### src/shared/camd_consts.vh
// constants for the cpu addressing-mode decoder
`ifndef CAMD_CONSTS_VH
`define CAMD_CONSTS_VH
// ==========================================
// addressing modes (mode input encoding)
`define CAMD_M_INH 4'h0
`define CAMD_M_IMM 4'h1
`define CAMD_M_DIR_S 4'h2
`define CAMD_M_DIR_L 4'h3
`define CAMD_M_IDX_0 4'h4
`define CAMD_M_IDX_S 4'h5
`define CAMD_M_IDX_L 4'h6
`define CAMD_M_IND_S 4'h7
`define CAMD_M_IND_L 4'h8
`define CAMD_M_IIX_S 4'h9
`define CAMD_M_IIX_L 4'hA
// ==========================================
// inherent control operations
`define CAMD_OP_NONE 2'h0
`define CAMD_OP_SET_MASK 2'h1
`define CAMD_OP_CLR_MASK 2'h2
`define CAMD_OP_WAIT 2'h3
`define CAMD_MASK_LVL3 2'h3
`define CAMD_MASK_LVL0 2'h0
`define CAMD_PAGE0_HI 8'h00
`endif

### src/logic/camd_decoder.v
// addressing-mode decoder and effective-address former
`timescale 1ns/100ps
`include "camd_consts.vh"
module camd_decoder (
   clock,
   sys_rst,
   start,
   mode,
   ctl_op,
   halt_op,
   index_sel,
   index_x,
   index_y,
   rmw,
   irq,
   mem_req,
   mem_addr,
   mem_ack,
   mem_rdata,
   busy,
   done,
   mode_error,
   ea,
   operand,
   is_operand,
   length,
   int_mask,
   wait_state,
   halt_state
);
   input wire clock;
   input wire sys_rst;
   input wire start;
   input wire [3:0] mode;
   input wire [1:0] ctl_op;
   input wire halt_op;
   input wire index_sel;
   input wire [7:0] index_x;
   input wire [7:0] index_y;
   input wire rmw;
   input wire irq;
   output wire mem_req;
   output wire [15:0] mem_addr;
   input wire mem_ack;
   input wire [7:0] mem_rdata;
   output wire busy;
   output reg done;
   output reg mode_error;
   output reg [15:0] ea;
   output reg [7:0] operand;
   output reg is_operand;
   output reg [1:0] length;
   output reg [1:0] int_mask;
   output reg wait_state;
   output reg halt_state;

   localparam S_IDLE = 5'b00001;
   localparam S_B1 = 5'b00010;
   localparam S_B2 = 5'b00100;
   localparam S_P1 = 5'b01000;
   localparam S_P2 = 5'b10000;

   reg [4:0] state_q;
   reg [4:0] state_d;
   reg [3:0] mode_q;
   reg [7:0] idx_q;
   reg [7:0] b1_q;
   reg [15:0] pc_q;
   reg [7:0] ptr_hi_q;
   reg fetch_go;
   reg [15:0] fetch_addr;
   wire fetch_done;
   wire [7:0] fetch_data;
   wire [15:0] sum;
   reg [15:0] add_base;

   // ==========================================
   // mode classification
   function is_long;
      input [3:0] m;
      begin
         is_long = (m == `CAMD_M_DIR_L) || (m == `CAMD_M_IDX_L) ||
                   (m == `CAMD_M_IND_L) || (m == `CAMD_M_IIX_L);
      end
   endfunction

   function [1:0] bytes_after;
      input [3:0] m;
      begin
         case (m)
            `CAMD_M_INH, `CAMD_M_IDX_0: bytes_after = 2'h0;
            `CAMD_M_DIR_L, `CAMD_M_IDX_L: bytes_after = 2'h2;
            default: bytes_after = 2'h1;
         endcase
      end
   endfunction

   function is_indirect;
      input [3:0] m;
      begin
         is_indirect = (m == `CAMD_M_IND_S) || (m == `CAMD_M_IND_L) ||
                       (m == `CAMD_M_IIX_S) || (m == `CAMD_M_IIX_L);
      end
   endfunction

   function is_indexed;
      input [3:0] m;
      begin
         is_indexed = (m == `CAMD_M_IDX_S) || (m == `CAMD_M_IDX_L) ||
                      (m == `CAMD_M_IIX_S) || (m == `CAMD_M_IIX_L);
      end
   endfunction

   // a byte address inside page zero
   function [15:0] page0;
      input [7:0] lo;
      begin
         page0 = {`CAMD_PAGE0_HI, lo};
      end
   endfunction

   // ==========================================
   // shared fetch and adder
   camd_byte_fetch u_fetch (
      .clock(clock),
      .sys_rst(sys_rst),
      .go(fetch_go),
      .addr(fetch_addr),
      .mem_req(mem_req),
      .mem_addr(mem_addr),
      .mem_ack(mem_ack),
      .mem_rdata(mem_rdata),
      .done(fetch_done),
      .data(fetch_data)
   );

   camd_ea_adder u_add (
      .base(add_base),
      .index(idx_q),
      .sum(sum)
   );

   assign busy = ~state_q[0];

   // ==========================================
   // fetch address and next state
   always @* begin
      state_d = state_q;
      fetch_go = 1'b0;
      fetch_addr = pc_q;
      case (state_q)
         S_IDLE: begin
         end
         S_B1: begin
            fetch_go = 1'b1;
            if (fetch_done) begin
               if (mode_q == `CAMD_M_DIR_L || mode_q == `CAMD_M_IDX_L)
                  state_d = S_B2;
               else if (is_indirect(mode_q))
                  state_d = S_P1;
               else
                  state_d = S_IDLE;
            end
         end
         S_B2: begin
            fetch_go = 1'b1;
            if (fetch_done)
               state_d = S_IDLE;
         end
         S_P1: begin
            // pointer lives in page zero at the address held in the byte after the opcode
            fetch_go = 1'b1;
            fetch_addr = page0(b1_q);
            if (fetch_done) begin
               if (mode_q == `CAMD_M_IND_L || mode_q == `CAMD_M_IIX_L)
                  state_d = S_P2;
               else
                  state_d = S_IDLE;
            end
         end
         S_P2: begin
            // low byte of a word pointer follows its high byte
            fetch_go = 1'b1;
            // pointer address wraps inside page zero
            fetch_addr = page0(b1_q + 8'h01);
            if (fetch_done)
               state_d = S_IDLE;
         end
         default: state_d = S_IDLE;
      endcase
      // the landed byte is consumed this cycle; the next read waits for the new state
      if (fetch_done)
         fetch_go = 1'b0;
   end

   // base operand for the adder, by the byte just received
   always @* begin
      add_base = page0(fetch_data);
      if (state_q == S_B2)
         add_base = {b1_q, fetch_data};
      if (state_q == S_P2)
         add_base = {ptr_hi_q, fetch_data};
   end

   // ==========================================
   // sequencing registers and results
   always @(posedge clock or posedge sys_rst) begin
      if (sys_rst) begin
         state_q <= S_IDLE;
         mode_q <= `CAMD_M_INH;
         idx_q <= 8'h00;
         b1_q <= 8'h00;
         ptr_hi_q <= 8'h00;
         pc_q <= 16'h0000;
         done <= 1'b0;
         mode_error <= 1'b0;
         ea <= 16'h0000;
         operand <= 8'h00;
         is_operand <= 1'b0;
         length <= 2'd0;
         int_mask <= `CAMD_MASK_LVL3;
         wait_state <= 1'b0;
         halt_state <= 1'b0;
      end else begin
         state_q <= state_d;
         done <= 1'b0;
         if (irq)
            wait_state <= 1'b0;
         if (state_q == S_IDLE && start && !wait_state && !halt_state) begin
            mode_q <= mode;
            idx_q <= index_sel ? index_y : index_x;
            length <= bytes_after(mode);
            is_operand <= (mode == `CAMD_M_IMM);
            mode_error <= 1'b0;
            if (mode > `CAMD_M_IIX_L) begin
               // unassigned codes get an error result instead of a silent byte fetch
               mode_error <= 1'b1;
               done <= 1'b1;
            end else if (rmw && is_long(mode)) begin
               // memory-to-memory forms exist only as short modes
               mode_error <= 1'b1;
               done <= 1'b1;
            end else if (mode == `CAMD_M_INH) begin
               done <= 1'b1;
               case (ctl_op)
                  `CAMD_OP_SET_MASK: int_mask <= `CAMD_MASK_LVL3;
                  `CAMD_OP_CLR_MASK: int_mask <= `CAMD_MASK_LVL0;
                  `CAMD_OP_WAIT: wait_state <= 1'b1;
                  default: int_mask <= int_mask;
               endcase
               if (halt_op)
                  halt_state <= 1'b1;
            end else if (mode == `CAMD_M_IDX_0) begin
               ea <= page0(index_sel ? index_y : index_x);
               done <= 1'b1;
            end else begin
               state_q <= S_B1;
            end
         end
         if (fetch_done) begin
            pc_q <= pc_q + 16'h0001;
            case (state_q)
               S_B1: begin
                  b1_q <= fetch_data;
                  if (mode_q == `CAMD_M_IMM) begin
                     operand <= fetch_data;
                     done <= 1'b1;
                  end else if (mode_q == `CAMD_M_DIR_S) begin
                     ea <= page0(fetch_data);
                     done <= 1'b1;
                  end else if (mode_q == `CAMD_M_IDX_S) begin
                     ea <= sum;
                     done <= 1'b1;
                  end
               end
               S_B2: begin
                  ea <= is_indexed(mode_q) ? sum : add_base;
                  done <= 1'b1;
               end
               S_P1: begin
                  pc_q <= pc_q;
                  if (mode_q == `CAMD_M_IND_S) begin
                     ea <= page0(fetch_data);
                     done <= 1'b1;
                  end else if (mode_q == `CAMD_M_IIX_S) begin
                     ea <= sum;
                     done <= 1'b1;
                  end else begin
                     // b1_q keeps the pointer address for the low-byte read
                     ptr_hi_q <= fetch_data;
                  end
               end
               S_P2: begin
                  pc_q <= pc_q;
                  ea <= is_indexed(mode_q) ? sum : add_base;
                  done <= 1'b1;
               end
               default: pc_q <= pc_q;
            endcase
         end
      end
   end
endmodule

### src/logic/camd_byte_fetch.v
// one-byte memory read sequencer
`timescale 1ns/100ps
module camd_byte_fetch (
   clock,
   sys_rst,
   go,
   addr,
   mem_req,
   mem_addr,
   mem_ack,
   mem_rdata,
   done,
   data
);
   input wire clock;
   input wire sys_rst;
   input wire go;
   input wire [15:0] addr;
   output wire mem_req;
   output reg [15:0] mem_addr;
   input wire mem_ack;
   input wire [7:0] mem_rdata;
   output wire done;
   output reg [7:0] data;
   reg busy_q;
   reg done_q;
   // ==========================================
   // request held until the memory acknowledges; done follows one cycle later
   // so that the byte already stands in data when the user consumes it
   assign mem_req = busy_q;
   assign done = done_q;
   always @(posedge clock or posedge sys_rst) begin
      if (sys_rst) begin
         busy_q <= 1'b0;
         done_q <= 1'b0;
         mem_addr <= 16'h0000;
         data <= 8'h00;
      end else begin
         done_q <= busy_q & mem_ack;
         if (go && !busy_q) begin
            busy_q <= 1'b1;
            mem_addr <= addr;
         end else if (busy_q && mem_ack) begin
            busy_q <= 1'b0;
            data <= mem_rdata;
         end
      end
   end
endmodule

### src/logic/camd_ea_adder.v
// unsigned index plus base adder
`timescale 1ns/100ps
module camd_ea_adder (
   base,
   index,
   sum
);
   input wire [15:0] base;
   input wire [7:0] index;
   output wire [15:0] sum;
   // wraps at 64 Kbyte; short forms never exceed 1FE so no truncation there
   assign sum = base + {8'h00, index};
endmodule

### config.mk
export PLATFORM = sky130hd
export DESIGN_NAME = camd_decoder
export DESIGN_NICKNAME = d
export VERILOG_FILES = /design/src/logic/camd_decoder.v /design/src/logic/camd_byte_fetch.v /design/src/logic/camd_ea_adder.v
export VERILOG_INCLUDE_DIRS = /design/src /design/src/shared
export SDC_FILE = /design/constraint.sdc
export NUM_CORES = 1
export LEC_CHECK = 0
export ABC_AREA = 0
export BUFFER_PORTS_ARGS = -buffer_cell sky130_fd_sc_hd__buf_2
export CAP_MARGIN = 15
export CORE_ASPECT_RATIO = 2
export CORE_MARGIN = 10
export CORE_UTILIZATION = 30
export CTS_CLUSTER_DIAMETER = 120
export DETAILED_ROUTE_END_ITERATION = 16
export PLACE_DENSITY = 0.47
export SLEW_MARGIN = 5
export SYNTH_ARGS = -nofsm -noshare
export SYNTH_HDL_FRONTEND = slang
export SYNTH_SLANG_ARGS = --single-unit
### constraint.sdc
create_clock -name clock -period 5.34 [get_ports clock]
set_input_delay 1.335 -clock clock [delete_from_list [all_inputs] [get_ports clock]]
set_output_delay 1.335 -clock clock [all_outputs]
set_load 0.05 [all_outputs]
==> results.ini <==
[run_status]
status=finished, final reports clean

[grt]
antenna_found_initial=0
grt_pass1_vias=5479
grt_use_met3_pct=3.07
use_met2_pct=27.1
use_met1_pct=14.3
grt_first_pass_wirelength_mm=30.6
grt_max_degree=72
top_usage_layer=met2
grt_use_total_pct=14.4
gr-total-overflow=0

[drt]
vias_per_cell=5.37
firstDrtPassIters=7
detail-route-antenna-nets=0
wl_mm=19.3
num_vias=5154
remaining_drc_errors=0
wl_per_cell_um=20.1
drt_iter0_markers=308

[power_and_ir_drop]
swShare_pct=42.7
pwr_density_cell_mw_per_mm2=390
pwr-share-clk_pct=24.2
p_int_uw=1590
combPwrFrac_pct=35.9
power_frac_seq_pct=39.9
power_leakage_uw=0.00331
p_sw_uw=1190
ir_worst_vdd_mv=0.192

[logic_synthesis]
yosysUniqueCellTypes=70
syn_inst=621
synth_async_sr_flop_share_pct=100
ys.flop_type=dfrtp_1
yosysSeqAreaShare_pct=43.1
synthTopCellsByArea=dfrtp_1 (42%), mux2_2 (7.8%), o21ai_0 (3.9%), nand2_1 (2.8%), a21oi_1 (2.7%)
syn-num-nets=672
synth_area_per_cell_um2=10.0
syn_area_mm2=0.00622
synth_top_area_cell=dfrtp_1
synth_common_cells=dfrtp_1 (105), o21ai_0 (48), nand2_1 (46)
yosys_register_bits=107
netlist.area_leader.share_pct=42.2
ys.warnings.count=0
yosysMostFrequentCell=dfrtp_1
synth_edf_count=0

[setup_path]
startpoint_type=register
worstPathRequired_ns=5.60
path_max_fanout=15
arrival_ns=3.36
ff2ff_setup_slack_ns=2.25
worst_setup_path_end_kind=register
critPathKind=register to register

[worst_hold_path]
hp-class=register to register

[floorplanning]
placementRows=74
dieArea_mm2=0.0272
die_y_um=224
coreArea_mm2=0.0205
die_w_um=122
ios=89
start_util_pct=30.4

[sta]
relSlewSlack_pct=22.6
finalSetupViolations=0
fin_crit_ns=3.09
drv_slew=0
worst_pin_slew_ns=1.16
hold_viol_final=0
holdWs_ns=0.474
fin_tns_setup_ns=0
fin_skew_ns=0.0122
period_share_pct=57.9
rsz0062_at_grt=no
fmax_mhz=323

[clock_tree]
clk_latency_ns=0.37
cts_buffer_depth=2
cts_setup_buffers=0
cts_hold_buf=0
cts.sinks=107
postCtsResizedCells=0
cts_tree=done
cts_made_buffers=9
clk_pin_slew_ns=0.08
cts_htree_levels=3
cts_root_buffer=clkbuf_16

[finish]
n_antenna_cell=0
area_delta_synth_final_pct=14.7
fin_nets=739
drive_gt1_share_pct=25.3

[place]
place.gp.congestion=0.841
io_buffers=88
dp_hpwl_mm=14.6

[run]
drv_cap=0

## flip-flops by register name, summed over array words and instances, names as in the netlist, 5 cells and up
name and count:
ptr_hi_q 8, idx_q 8, ea 16, u_fetch.data 8
state_q 5, u_fetch.mem_addr 16, pc_q 16, operand 8
b1_q 8
## critical path, cell delays in order, from the launching register on
cell     delay [ns]
dfrtp_1        0.60
nor3_4         0.33
and2_1         0.39
nand2_1        0.40
or4_1          0.87
mux2_4         0.40
## logic make-up (layout without fill, tap and decap cells)
family	Yosys count	after routing	share of synthesized area (%)
simple gates	186	186	16.2
compound gates	163	163	17.4
flops	107	107	43.1
mux	63	63	11.7
buf+inv	56	128	4.14
xor+xnor	33	33	4.77
fa+ha+maj	13	13	2.74
## per-stage QoR
step	util, %	instances	power (uW)	setup slack [ns]	cell area, um^2
after floorplan	-	621	1800	1.19	6220
after global placement	33.5	943	2120	2.06	6850
after detailed placement	33.5	943	2130	1.96	6850
after CTS	34.9	959	2820	2.24	7140
after global routing	34.9	959	2940	2.12	7140
final	34.9	959	2780	2.25	7140
## per-layer routing
layer	share of wire [%]	wire, um	up-vias
met4	2.9	566	0
met3	4.5	859	33
met1	36	6970	2543
met2	56	10900	162
li1	-	-	2416
met5	0	0	-
## cells in the final DEF (no fill, tap or decap), types with 11 or more instances in the layout
master and count:
nor3_1 13, a22oi_1 13, nand3_1 23, o21ai_0 48, nand2_1 46, xnor2_1 14, buf_2 88, xor2_1 18
nor2_1 34, mux2i_1 11, a21oi_1 33, dfrtp_1 105, inv_1 21, ha_1 12, mux2_2 43
## power groups by stage
stage | logic, uW | clock network, uW | registers (uW)
after floorplan | 587 | 0 | 1210
after global placement | 991 | 0 | 1130
after detailed placement | 1000 | 0 | 1130
after CTS | 1010 | 697 | 1110
after global routing | 1090 | 719 | 1130
final | 999 | 673 | 1110
## worst paths after layout
kind	startpoint	to	depth (start not counted)
max	state_q[2]$_DFF_PP0_	operand[2]$_DFFE_PP0P_	5
min	int_mask[0]$_DFFE_PP1P_	int_mask[0]$_DFFE_PP1P_	2
max reg2reg	state_q[2]$_DFF_PP0_	operand[2]$_DFFE_PP0P_	5
min reg2reg	int_mask[0]$_DFFE_PP1P_	int_mask[0]$_DFFE_PP1P_	2
max in group asynchronous	sys_rst	state_q[0]$_DFF_PP1_	3
min in group asynchronous	sys_rst	operand[5]$_DFFE_PP0P_	2
## area by class of cell
class	count	area, um^2
well taps	266	333
fillers	2079	13300
flip-flops and latches	107	2680
multi-input cells	458	3300
clock inverters	6	57.6
inverters	22	85.1
clock buffers	10	229
repair buffers	90	455
Power figures use the tool's default switching activity.
